`config.mk`:
```
export PLATFORM = sky130hd
export DESIGN_NAME = dpg_gpio
export DESIGN_NICKNAME = d
export VERILOG_FILES = /design/src/design/dpg_pkg.sv /design/src/design/dpg_gpio.sv
export SDC_FILE = /design/constraint.sdc
export NUM_CORES = 1
export LEC_CHECK = 0
export BUFFER_PORTS_ARGS = -buffer_cell sky130_fd_sc_hd__buf_2
export CORE_UTILIZATION = 38
export CTS_CLUSTER_SIZE = 16
export DETAILED_ROUTE_END_ITERATION = 16
export MAX_ROUTING_LAYER = met4
export PLACE_DENSITY = 0.61
export SYNTH_ARGS = -nofsm -noshare
export SYNTH_HDL_FRONTEND = slang
export SYNTH_SLANG_ARGS = --single-unit
```
`constraint.sdc`:
```
create_clock -name ref_clk -period 3 [get_ports ref_clk]
set_input_delay 0.3 -clock ref_clk [delete_from_list [all_inputs] [get_ports ref_clk]]
set_output_delay 0.3 -clock ref_clk [all_outputs]
set_load 0.05 [all_outputs]
```
`src/design/dpg_pkg.sv`:
```
package dpg_pkg;

  // Port geometry
  localparam int PORT_W = 8;
  localparam int CHG_LO = 4;

  // APB geometry
  localparam int ADDR_W = 12;
  localparam int IDX_W  = 10;
  localparam int DATA_W = 32;

  // Register indices; byte address is four times the index
  localparam logic [IDX_W-1:0] IDX_FIRST_DATA = 10'h006;
  localparam logic [IDX_W-1:0] IDX_THIRD_DATA = 10'h007;
  localparam logic [IDX_W-1:0] IDX_IRQ_CTRL   = 10'h00b;
  localparam logic [IDX_W-1:0] IDX_FIRST_SET  = 10'h010;
  localparam logic [IDX_W-1:0] IDX_FIRST_CLR  = 10'h011;
  localparam logic [IDX_W-1:0] IDX_THIRD_SET  = 10'h012;
  localparam logic [IDX_W-1:0] IDX_THIRD_CLR  = 10'h013;
  localparam logic [IDX_W-1:0] IDX_OPTION     = 10'h081;
  localparam logic [IDX_W-1:0] IDX_FIRST_DIR  = 10'h086;
  localparam logic [IDX_W-1:0] IDX_THIRD_DIR  = 10'h087;

  // Field positions
  localparam int OPT_PULLUP_DIS_N_BIT = 7;
  localparam int IRQ_FLAG_BIT         = 0;
  localparam int IRQ_EN_BIT           = 3;

  // Reset values
  localparam logic [PORT_W-1:0] DIR_RST      = 8'hff;
  localparam logic [PORT_W-1:0] OPTION_RST   = 8'hff;
  localparam logic [PORT_W-1:0] LATCH_POR    = 8'h00;
  localparam logic              FLAG_RST     = 1'b0;
  localparam logic              IRQ_EN_RST   = 1'b0;

  // Kind of latch update
  typedef enum logic [1:0]
  {
    DPG_OP_STORE = 2'b00,
    DPG_OP_SET   = 2'b01,
    DPG_OP_CLR   = 2'b10
  } dpg_op_t;

endpackage

```
`src/design/dpg_gpio.sv`:
```
// How it works
// RL1: First port bits: direction one floats the pin, zero drives latch.
// RL2: Reading first port gives pin levels; writing changes only the latch.
// RL3: Writes sample the pins, modify addressed bits, store into latch; here data writes store the whole byte, only set/clear use the pins.
// RL4: Clearing option bit 7 turns on all first-port pull-ups together.
// RL5: A pin set as output never has its pull-up on.
// RL6: Power-on reset leaves every first-port pull-up off.
// RL7: Only upper four input pins are compared for change.
// RL8: Upper inputs compared to last-read snapshot; any mismatch sets flag.
// RL9: A set change flag can wake the device from sleep.
// RL10: Mismatch keeps setting flag; software touches port, then clears it.
// RL11: A change exactly at a port read may not set the flag.
// RL12: Software should not poll first port while using change detection.
// RL13: Third port: eight latch bits with per-pin direction control.
// RL14: Third port reads pins, writes latch by read-modify-write; here only set/clear writes use the pins, data writes store the byte.
// RL15: Third direction resets to ones; latch unknown at power-on, kept else; here power-on loads LATCH_POR, 00.
// RL16: Change flag raises the interrupt only while its enable bit is set.
// RL17: Input pins pass two flip-flops before reads and comparison.
module dpg_gpio
#(
  parameter int WIDTH = dpg_pkg::PORT_W
)
(
  input  wire logic                        ref_clk,
  input  wire logic                        rst_n,
  input  wire logic                        power_on,
  input  wire logic [dpg_pkg::ADDR_W-1:0]  paddr,
  input  wire logic                        psel,
  input  wire logic                        penable,
  input  wire logic                        pwrite,
  input  wire logic [dpg_pkg::DATA_W-1:0]  pwdata,
  input  wire logic [3:0]                  pstrb,
  output logic      [dpg_pkg::DATA_W-1:0]  prdata,
  output logic                             pready,
  output logic                             pslverr,
  input  wire logic [WIDTH-1:0]            first_port_pins_in,
  output logic      [WIDTH-1:0]            first_port_pins_out,
  output logic      [WIDTH-1:0]            first_port_pins_oe_n,
  output logic      [WIDTH-1:0]            first_port_pullup_en,
  input  wire logic [WIDTH-1:0]            third_port_data_in,
  output logic      [WIDTH-1:0]            third_port_data_out,
  output logic      [WIDTH-1:0]            third_port_data_oe_n,
  output logic                             irq,
  output logic                             wake
);
  import dpg_pkg::*;

  generate
    if (WIDTH > PORT_W || WIDTH <= CHG_LO)
    begin : g_bad_width
      $error("dpg_gpio: WIDTH must be above CHG_LO and at most PORT_W");
    end
  endgenerate

  // Register fields and index width are tied to the bus layout
  generate
    if (IRQ_EN_BIT >= PORT_W || OPT_PULLUP_DIS_N_BIT >= PORT_W
        || ADDR_W != IDX_W + 2 || DATA_W < PORT_W)
    begin : g_bad_layout
      $error("dpg_gpio: register layout does not fit the bus");
    end
  endgenerate

  localparam int HI = WIDTH - 1;

  function automatic logic reg_hit
  (
    input logic [ADDR_W-1:0] addr,
    input logic [IDX_W-1:0]  idx
  );
    reg_hit = (addr[1:0] == 2'b00) && (addr[ADDR_W-1:2] == idx);
  endfunction

  // Latch update from sampled pins, as a bit-modify instruction would do
  function automatic logic [WIDTH-1:0] rmw
  (
    input logic [WIDTH-1:0] pins,
    input logic [WIDTH-1:0] wdata,
    input dpg_op_t          op
  );
    rmw = pins;
    unique case (op)
      DPG_OP_STORE: rmw = wdata;
      DPG_OP_SET:   rmw = pins | wdata;
      DPG_OP_CLR:   rmw = pins & ~wdata;
      default:      rmw = pins;
    endcase
  endfunction

  // Pin synchronisers
  logic [WIDTH-1:0] first_meta;
  logic [WIDTH-1:0] first_sync;
  logic [WIDTH-1:0] third_meta;
  logic [WIDTH-1:0] third_sync;

  always_ff @(posedge ref_clk)
  begin
    if (!rst_n)
    begin
      first_meta <= '0;
      first_sync <= '0;
      third_meta <= '0;
      third_sync <= '0;
    end
    else
    begin
      first_meta <= first_port_pins_in; // RL17
      first_sync <= first_meta;         // RL17
      third_meta <= third_port_data_in; // RL17
      third_sync <= third_meta;         // RL17
    end
  end

  // Bus phase decode
  logic setup_ph;
  logic access_ph;
  logic mapped;
  logic wr_go;
  logic rd_go;

  assign setup_ph  = psel && !penable;
  assign access_ph = psel && penable;
  assign mapped    = reg_hit(paddr, IDX_FIRST_DATA)
                   || reg_hit(paddr, IDX_THIRD_DATA)
                   || reg_hit(paddr, IDX_IRQ_CTRL)
                   || reg_hit(paddr, IDX_FIRST_SET)
                   || reg_hit(paddr, IDX_FIRST_CLR)
                   || reg_hit(paddr, IDX_THIRD_SET)
                   || reg_hit(paddr, IDX_THIRD_CLR)
                   || reg_hit(paddr, IDX_OPTION)
                   || reg_hit(paddr, IDX_FIRST_DIR)
                   || reg_hit(paddr, IDX_THIRD_DIR);
  // Byte lane 0 carries every register; other lanes are ignored
  assign wr_go     = access_ph && pwrite && mapped && pstrb[0];
  assign rd_go     = access_ph && !pwrite && mapped;
  // Zero-wait slave
  assign pready    = access_ph;
  assign pslverr   = access_ph && !mapped;

  // Register state
  logic [WIDTH-1:0]     first_latch;
  logic [WIDTH-1:0]     first_dir;
  logic [WIDTH-1:0]     third_latch;
  logic [WIDTH-1:0]     third_dir;
  logic [PORT_W-1:0]    option_reg;
  logic [HI:CHG_LO]     snapshot;
  logic                 change_flag;
  logic                 change_irq_en;
  logic [DATA_W-1:0]    rd_data;

  logic [WIDTH-1:0]     next_first_latch;
  logic [WIDTH-1:0]     next_first_dir;
  logic [WIDTH-1:0]     next_third_latch;
  logic [WIDTH-1:0]     next_third_dir;
  logic [PORT_W-1:0]    next_option_reg;
  logic [HI:CHG_LO]     next_snapshot;
  logic                 next_change_flag;
  logic                 next_change_irq_en;
  logic [DATA_W-1:0]    next_rd_data;

  logic [WIDTH-1:0]     wbyte;
  logic                 mismatch;
  logic [PORT_W-1:0]    irq_ctrl_view;
  logic                 first_wr_hit;
  logic [HI:CHG_LO]     pin_diff;

  assign wbyte = pwdata[WIDTH-1:0];

  // Any write to the first port's data ends a pending mismatch
  assign first_wr_hit = reg_hit(paddr, IDX_FIRST_DATA)
                      || reg_hit(paddr, IDX_FIRST_SET)
                      || reg_hit(paddr, IDX_FIRST_CLR);

  // Output pins excluded; only inputs differing from snapshot count
  genvar ci;
  generate
    for (ci = CHG_LO; ci <= HI; ci++)
    begin : g_change
      assign pin_diff[ci] =
        (first_sync[ci] ^ snapshot[ci]) && first_dir[ci]; // RL7 RL8
    end
  endgenerate

  assign mismatch = |pin_diff; // RL8

  always_comb
  begin
    irq_ctrl_view               = '0;
    irq_ctrl_view[IRQ_FLAG_BIT] = change_flag;
    irq_ctrl_view[IRQ_EN_BIT]   = change_irq_en;
  end

  // Read data is captured in setup so it stands from flip-flops
  always_comb
  begin
    next_rd_data = rd_data;
    if (setup_ph && !pwrite)
    begin
      next_rd_data = '0;
      if (reg_hit(paddr, IDX_FIRST_DATA))
      begin
        next_rd_data[WIDTH-1:0] = first_sync; // RL2
      end
      else if (reg_hit(paddr, IDX_THIRD_DATA))
      begin
        next_rd_data[WIDTH-1:0] = third_sync; // RL14
      end
      else if (reg_hit(paddr, IDX_FIRST_DIR))
      begin
        next_rd_data[WIDTH-1:0] = first_dir;
      end
      else if (reg_hit(paddr, IDX_THIRD_DIR))
      begin
        next_rd_data[WIDTH-1:0] = third_dir;
      end
      else if (reg_hit(paddr, IDX_OPTION))
      begin
        next_rd_data[PORT_W-1:0] = option_reg;
      end
      else if (reg_hit(paddr, IDX_IRQ_CTRL))
      begin
        next_rd_data[PORT_W-1:0] = irq_ctrl_view;
      end
      else if (reg_hit(paddr, IDX_FIRST_SET)
               || reg_hit(paddr, IDX_FIRST_CLR))
      begin
        next_rd_data[WIDTH-1:0] = first_latch;
      end
      else if (reg_hit(paddr, IDX_THIRD_SET)
               || reg_hit(paddr, IDX_THIRD_CLR))
      begin
        next_rd_data[WIDTH-1:0] = third_latch;
      end
    end
  end

  always_comb
  begin
    next_first_latch   = first_latch;
    next_first_dir     = first_dir;
    next_third_latch   = third_latch;
    next_third_dir     = third_dir;
    next_option_reg    = option_reg;
    next_snapshot      = snapshot;
    next_change_flag   = change_flag;
    next_change_irq_en = change_irq_en;

    // Snapshot follows what software saw, ending the mismatch
    if (rd_go && reg_hit(paddr, IDX_FIRST_DATA))
    begin
      next_snapshot = rd_data[HI:CHG_LO]; // RL8 RL10
    end

    if (wr_go)
    begin
      // Set and clear writes start from the pins, so a driven pin held low by
      // a load can corrupt unaddressed bits; keep outputs unloaded.
      if (first_wr_hit)
      begin
        next_snapshot = first_sync[HI:CHG_LO]; // RL10
      end
      if (reg_hit(paddr, IDX_FIRST_DATA))
      begin
        next_first_latch = rmw(first_sync, wbyte, DPG_OP_STORE); // RL2 RL3
      end
      if (reg_hit(paddr, IDX_FIRST_SET))
      begin
        next_first_latch = rmw(first_sync, wbyte, DPG_OP_SET); // RL3
      end
      if (reg_hit(paddr, IDX_FIRST_CLR))
      begin
        next_first_latch = rmw(first_sync, wbyte, DPG_OP_CLR); // RL3
      end
      if (reg_hit(paddr, IDX_THIRD_DATA))
      begin
        next_third_latch = rmw(third_sync, wbyte, DPG_OP_STORE); // RL14
      end
      if (reg_hit(paddr, IDX_THIRD_SET))
      begin
        next_third_latch = rmw(third_sync, wbyte, DPG_OP_SET); // RL14
      end
      if (reg_hit(paddr, IDX_THIRD_CLR))
      begin
        next_third_latch = rmw(third_sync, wbyte, DPG_OP_CLR); // RL14
      end
      if (reg_hit(paddr, IDX_FIRST_DIR))
      begin
        next_first_dir = wbyte; // RL1
      end
      if (reg_hit(paddr, IDX_THIRD_DIR))
      begin
        next_third_dir = wbyte; // RL13
      end
      if (reg_hit(paddr, IDX_OPTION))
      begin
        next_option_reg = pwdata[PORT_W-1:0]; // RL4
      end
      if (reg_hit(paddr, IDX_IRQ_CTRL))
      begin
        next_change_irq_en = pwdata[IRQ_EN_BIT]; // RL16
        if (pwdata[IRQ_FLAG_BIT])
        begin
          next_change_flag = 1'b0;
        end
      end
    end

    // Set beats clear; a persisting mismatch keeps the flag up.
    // A change landing on the read edge still sets the flag: the
    // snapshot only takes pin values already compared in their cycle.
    if (mismatch)
    begin
      next_change_flag = 1'b1; // RL8 RL10 RL11
    end
  end

  always_ff @(posedge ref_clk)
  begin
    if (!rst_n)
    begin
      first_dir     <= DIR_RST;
      third_dir     <= DIR_RST;    // RL15
      option_reg    <= OPTION_RST; // RL6
      snapshot      <= '0;
      change_flag   <= FLAG_RST;
      change_irq_en <= IRQ_EN_RST;
      rd_data       <= '0;
      // Latches survive warm resets; only power-on gives a value
      if (power_on)
      begin
        first_latch <= LATCH_POR[WIDTH-1:0];
        third_latch <= LATCH_POR[WIDTH-1:0]; // RL15
      end
    end
    else
    begin
      first_latch   <= next_first_latch;
      first_dir     <= next_first_dir;
      third_latch   <= next_third_latch;
      third_dir     <= next_third_dir;
      option_reg    <= next_option_reg;
      snapshot      <= next_snapshot;
      change_flag   <= next_change_flag;
      change_irq_en <= next_change_irq_en;
      rd_data       <= next_rd_data;
    end
  end

  assign prdata = rd_data;

  // Pin drivers
  assign first_port_pins_out  = first_latch; // RL1
  assign first_port_pins_oe_n = first_dir;   // RL1
  assign third_port_data_out  = third_latch; // RL13
  assign third_port_data_oe_n = third_dir;   // RL13

  genvar gi;
  generate
    for (gi = 0; gi < WIDTH; gi++)
    begin : g_pullup
      // Pull-up only on inputs, and only with the global enable low
      assign first_port_pullup_en[gi] =
        !option_reg[OPT_PULLUP_DIS_N_BIT] && first_dir[gi]; // RL4 RL5
    end
  endgenerate

  // Enable gates both the interrupt and the sleep wake-up
  assign irq  = change_flag && change_irq_en; // RL16
  assign wake = change_flag && change_irq_en; // RL9

endmodule

```
# Yosys cells after proc, flatten, opt, wreduce, memory -nomap -nowiden
# Index checks and enable logic that the tools add are counted.
[op_classes]
n_reduce_logical = 63
bitwise_logic = 9
n_mux = 26
n_eq_ne = 13
[ops]
columns = ["cell", "n"]
rows = [
  ["2-to-1 mux 8 bit", 19],
  ["== test 10 x 5 -> 1 bit, second input constant", 4],
  ["logical AND 1 bit", 33],
  ["== test 10 x 8 -> 1 bit, second input constant", 3],
  ["== test 10 x 3 -> 1 bit, second input constant", 2],
  ["bitwise AND 8 bit", 2],
  ["bitwise OR 8 bit", 2],
  ["logical OR 1 bit", 13],
  ["2-to-1 mux 4 bit", 3],
  ["== test 10 x 4 -> 1 bit, second input constant", 1],
  ["AND reduction 3 bit", 3],
  ["inequality test 4 x 1 -> 1 bit, second input constant", 2],
  ["NOT 8 bit", 1],
  ["AND reduction 2 bit", 4],
  ["nonzero test 2 bit", 4],
  ["zero test 1 bit", 4],
  ["2-to-1 mux 1 bit", 4],
  ["OR reduction 4 bit", 1],
  ["bitwise XOR 1 bit", 4],
  ["zero test 2 bit", 1],
  ["inequality test 2 x 1 -> 1 bit, second input constant", 1],
]
[word_totals]
register_bits = 86
output_inout_bits = 76

# Longest topological paths before layout
[logic_depth]
ltp_word = 16
mapped_depth = 7
mapped_depth_nobuf = 5

# Worst setup path after synthesis
# No wires, ideal clock.
[synth_timing]
kind = "input to register"
startpoint = "input port paddr[4] in the netlist's numbering"
endpoint = "register first_latch[0] (netlist: first_port_pins_out[0]) (enable)"
required_ns = 2.616
setup_ns = 0.384
path_slack_ns = 0.427
arrival_time_ns = 2.189
path_stages = 5
path_buffers = 1
path_cell_list = "clkbuf_2 -> or3b_2 -> nor4_4 -> o21ai_2 -> o21ai_0"
[synth_via]
elab_chain_cells = 15
[synth_lines]
columns = ["element", "line_no", "rtl"]
rows = [
  ["start, declared", "dpg_gpio.sv:27", "input wire logic [dpg_pkg::ADDR_W-1:0] paddr,"],
  ["== test 10 x 3 -> 1 bit", "dpg_gpio.sv:71", "reg_hit = (addr[1:0] == 2'b00) && (addr[ADDR_W-1:2] == idx);"],
  ["logical AND 1 bit", "dpg_gpio.sv:71", ""],
  ["logical OR 1 bit", "dpg_gpio.sv:124", "|| reg_hit(paddr, IDX_THIRD_DATA)"],
  ["logical OR 1 bit", "dpg_gpio.sv:125", "|| reg_hit(paddr, IDX_IRQ_CTRL)"],
  ["logical OR 1 bit", "dpg_gpio.sv:126", "|| reg_hit(paddr, IDX_FIRST_SET)"],
  ["logical OR 1 bit", "dpg_gpio.sv:127", "|| reg_hit(paddr, IDX_FIRST_CLR)"],
  ["logical OR 1 bit", "dpg_gpio.sv:128", "|| reg_hit(paddr, IDX_THIRD_SET)"],
  ["logical OR 1 bit", "dpg_gpio.sv:129", "|| reg_hit(paddr, IDX_THIRD_CLR)"],
  ["logical OR 1 bit", "dpg_gpio.sv:130", "|| reg_hit(paddr, IDX_OPTION)"],
  ["logical OR 1 bit", "dpg_gpio.sv:131", "|| reg_hit(paddr, IDX_FIRST_DIR)"],
  ["logical OR 1 bit", "dpg_gpio.sv:132", "|| reg_hit(paddr, IDX_THIRD_DIR);"],
  ["logical AND 1 bit (2 in a row)", "dpg_gpio.sv:134", "assign wr_go = access_ph && pwrite && mapped && pstrb[0];"],
  ["inequality test 2 x 1 -> 1 bit (no line)", "--", ""],
  ["AND reduction 3 bit (no line) (*)", "--", ""],
  ["end signal, assigned", "dpg_gpio.sv:331", "first_latch <= LATCH_POR[WIDTH-1:0];"],
  ["end signal, assigned", "dpg_gpio.sv:337", "first_latch <= next_first_latch;"],
  ["end, declared", "dpg_gpio.sv:141", "logic [WIDTH-1:0] first_latch;"],
]
# Mark *: on every way between the ends. The rest lies on a longest branch, timed or not.
# A chain may end at the register's enable or synchronous reset.

# Worst setup path in the final report
[layout_timing]
startpoint = "input port paddr[3] in the netlist's numbering"
endpoint = "output port pslverr"
[layout_via]
elab_chain_cells = 13
[layout_lines]
columns = ["element", "line_no", "rtl"]
rows = [
  ["== test 10 x 3 -> 1 bit", "dpg_gpio.sv:71", ""],
  ["logical AND 1 bit", "dpg_gpio.sv:71", ""],
  ["logical OR 1 bit", "dpg_gpio.sv:124", ""],
  ["logical OR 1 bit", "dpg_gpio.sv:125", ""],
  ["logical OR 1 bit", "dpg_gpio.sv:126", ""],
  ["logical OR 1 bit", "dpg_gpio.sv:127", ""],
  ["logical OR 1 bit", "dpg_gpio.sv:128", ""],
  ["logical OR 1 bit", "dpg_gpio.sv:129", ""],
  ["logical OR 1 bit", "dpg_gpio.sv:130", ""],
  ["logical OR 1 bit", "dpg_gpio.sv:131", ""],
  ["logical OR 1 bit (*)", "dpg_gpio.sv:132", ""],
  ["zero test 1 bit (*)", "dpg_gpio.sv:138", "assign pslverr = access_ph && !mapped;"],
  ["logical AND 1 bit (*)", "dpg_gpio.sv:138", ""],
  ["end, declared", "dpg_gpio.sv:35", "output logic pslverr,"],
]
# Marked as above.

==> impl_results.md <==
* Outcome: finished, final reports clean
* Via count of the first global-routing pass at 3518
* Last weighted congestion value of the routability-driven placer at 0.920
* Post_cts resized at 0
* Final count of negative-setup-slack endpoints at 0
* Largest net degree at the start of global routing at 64
* Classification of the worst-slack hold path: in2reg
* Library cells used by synthesis at 55
* Setup Crit Path Kind: in2out
* CP Cell Sequence: buf_2 > and2_0 > o2111ai_1 > and3_1 > and2_1 > buf_2
* Highest attainable clock frequency at 431 MHz
* Starting density of the core at 39.0%
* Largest cells by area after synthesis: dfxtp_1 (33%), edfxtp_1 (11%), and2_1 (5.2%)
* Cell area after placement at 0.00472 mm²
* Cell with the most instances on the worst path: buf_2
* Static Leak at 2.09 nW
* Iter 0 DRT Violations at 246
* Full die area at 0.0115 mm²
* Endpoints failing hold at 0
* Total number of clock tree sinks at 86
* Synthesized instance count at 462
* Largest incremental delay on the critical path at 0.46 ns
* Number of synthesized flops with an enable pin at 16
* Post-synthesis sequential element count at 86
* Clk_lat worst skew at 0.35 ns
* Worst relative slew slack at 52.0%
* Cell Pwr Density at 467 mW/mm²
* Relative area change from synthesis to final layout at 15.7%
* Average detailed-routed wire length per instance at 17.6 µm
* Number of buffers added on ports at 94
* Synthesis warning total at 0
* Worst VDD drop at 328 µV
* Crit path arrival time at 2.02 ns
* Post-CTS Hold Buffers at 0
* Core Rows at 38
* CP Buf/Inv Count at 2
* Max-capacitance violation count at 0
* Post-synthesis async set-or-reset flop share at 0%
* Via/cell ratio at 5.34
* Number of fill cells in the layout at 1093
* Proportion of layout cells with a drive suffix above 1 at 23.9%
* Maximum level of the CTS H-tree at 3
* Detailed placement HPWL at 9170 µm
* Stages on worst setup path at 6
* Max Buffers Root-to-Sink at 2
* RSZ-0062 raised after global routing: false
* Initial antenna violation count at 0
* Overflow after GRT at 0
* Root Buffer Master: clkbuf_8
* Top-level port count at 146
* DRC Markers at 0
* Total power after layout at 2.28 mW
* Biggest fanout along the worst timing path at 17
* Wire length of the first global-routing pass at 18600 µm
* Count of placed standard cells in the final layout, fillers left out at 692
* Die extent in y at 107 µm
* Antenna Nets Post-Route at 0
* Share of the synthesized area in the top cell type at 33.2%
* Worst setup SP type: input port
* Primary FF master, synth: dfxtp_1
* Clk pin slew, worst setup/hold paths at 0.09 ns
* Required @ worst endpoint at 2.70 ns
* Vias after detailed routing at 3697
* Avg Cell Area, Syn at 9.14 µm²
* CP delay by family, top: simple AND/OR/NAND/NOR gates
* Final setup skew at 0.00891 ns
* Least-Margin Pin Slew at 0.720 ns
* Final Critical Period at 2.32 ns
* Number of cells on the worst reg-to-reg path at 4
* Setup bufs post-CTS at 0
* Aggregate global-route resource usage at 22.1%
* Core area at 0.0108 mm²
* Final WL at 12200 µm
* Portion of the post-synthesis area used by sequential elements at 44.6%
* Count of placed standard cells including taps at 677
* Post-synth top area cell: dfxtp_1
* Hold Path Stages at 2
* Count of pins over their slew limit at 0
* Netlist Area Pre-Place at 0.00422 mm²
* Clock tree from TritonCTS: yes
* TritonRoute pass-1 iters at 7
* Die width at 107 µm
* Inserted Diodes at 0
* Number of nets at the end of the flow at 618
* Share of the cycle needed by the critical path after routing at 77.4%
* Total CTS buffers at 9
* Final cell area excluding filler cells at 0.00488 mm²
* Critical Path Sink Type: primary output
* Total Negative Setup Slacks at 0 ns
* Critical path's slowest cell: and2_0
[kinds of logic (layout without fill, tap and decap cells)]
logic type / after synthesis / after routing / synth area share, %
multiplexers: 21 / 21 / 4.98
buffers and inverters: 64 / 131 / 8.27
AND/OR/NAND/NOR: 184 / 184 / 25.7
XOR/XNOR: 4 / 4 / 0.830
other: 1 / 24 / 0.0888
flip-flops: 86 / 86 / 44.6
AO/OA/AOI/OAI: 102 / 102 / 15.6
[final timing paths]
check / start / endpoint / slack, ns
setup reg to reg: third_port_data_out[2] / prdata[2] / 1.56
setup / recovery: paddr[3] / pslverr / 0.68
hold / removal: first_port_pins_in[3] / first_meta[3] / 0.15
hold reg to reg: third_meta[1] / third_sync[1] / 0.44
[final cells by class]
class	instances	area, µm²	area share (%)
Clock buffer	10	128	2.61
Tap cell	140	175	3.59
Multi-Input combinational cell	335	2080	42.5
Timing Repair Buffer	103	538	11.0
Inverter	13	48.8	0.999
Clock inverter	5	35.0	0.717
Sequential cell	86	1880	38.5
[cell usage after synthesis, types with 3 or more instances]
library cell	count
inv_1	12
a22o_1	4
a211oi_1	5
edfxtp_1	16
o211ai_1	10
a31oi_1	11
nor4_4	4
nor3b_1	3
nand2_1	45
xor2_1	4
nor2_1	12
a21oi_1	36
mux2i_1	21
nand4_1	6
and3_1	4
nor2b_1	8
a222oi_1	3
a22oi_1	3
dfxtp_1	70
buf_4	25
buf_2	4
clkbuf_1	19
o21ai_0	17
nand3_1	27
o22ai_1	6
or3_1	3
nor3_1	10
nand2b_1	7
and2_1	35
[routing by layer]
layer / global-route usage, % / part of all wire (%) / vias up / wire [µm]
met3: 3.57 / 5.8 / 23 / 712
met2: 36.2 / 47 / 158 / 5780
met4: 8.41 / 2.9 / 0 / 359
li1: - / - / 1774 / -
met5: - / 0 / - / 0
met1: 27.5 / 44 / 1742 / 5350
[power breakdown]
| group | switching, mW | internal (mW) |
|---|---|---|
| sequential | 0.0210 | 1.21 |
| combinational | 0.242 | 0.0788 |
| clock | 0.426 | 0.299 |
[stage by stage]
stage	hold slack (ns)	util (%)	worst slack, ns
finish	0.146	45.1	0.677
global route	0.138	45.1	0.545
CTS	0.137	45.1	0.708
detailed placement	0.417	43.6	0.506
global placement	0.414	43.6	0.537
floorplan	0.412	-	0.427
[layout by cell type (no fill, tap or decap), drive strengths merged, types with 7 or more instances in the layout]
master / n
a31oi: 11
nand2b: 7
nand2: 46
clkbuf: 10
edfxtp: 16
nor2b: 8
a21oi: 36
conb: 24
nor2: 12
nand3: 27
inv: 14
and2: 37
o21ai: 18
nor3: 11
mux2i: 21
o211ai: 10
dfxtp: 70
buf: 103
(Power assumes the default switching activity.)
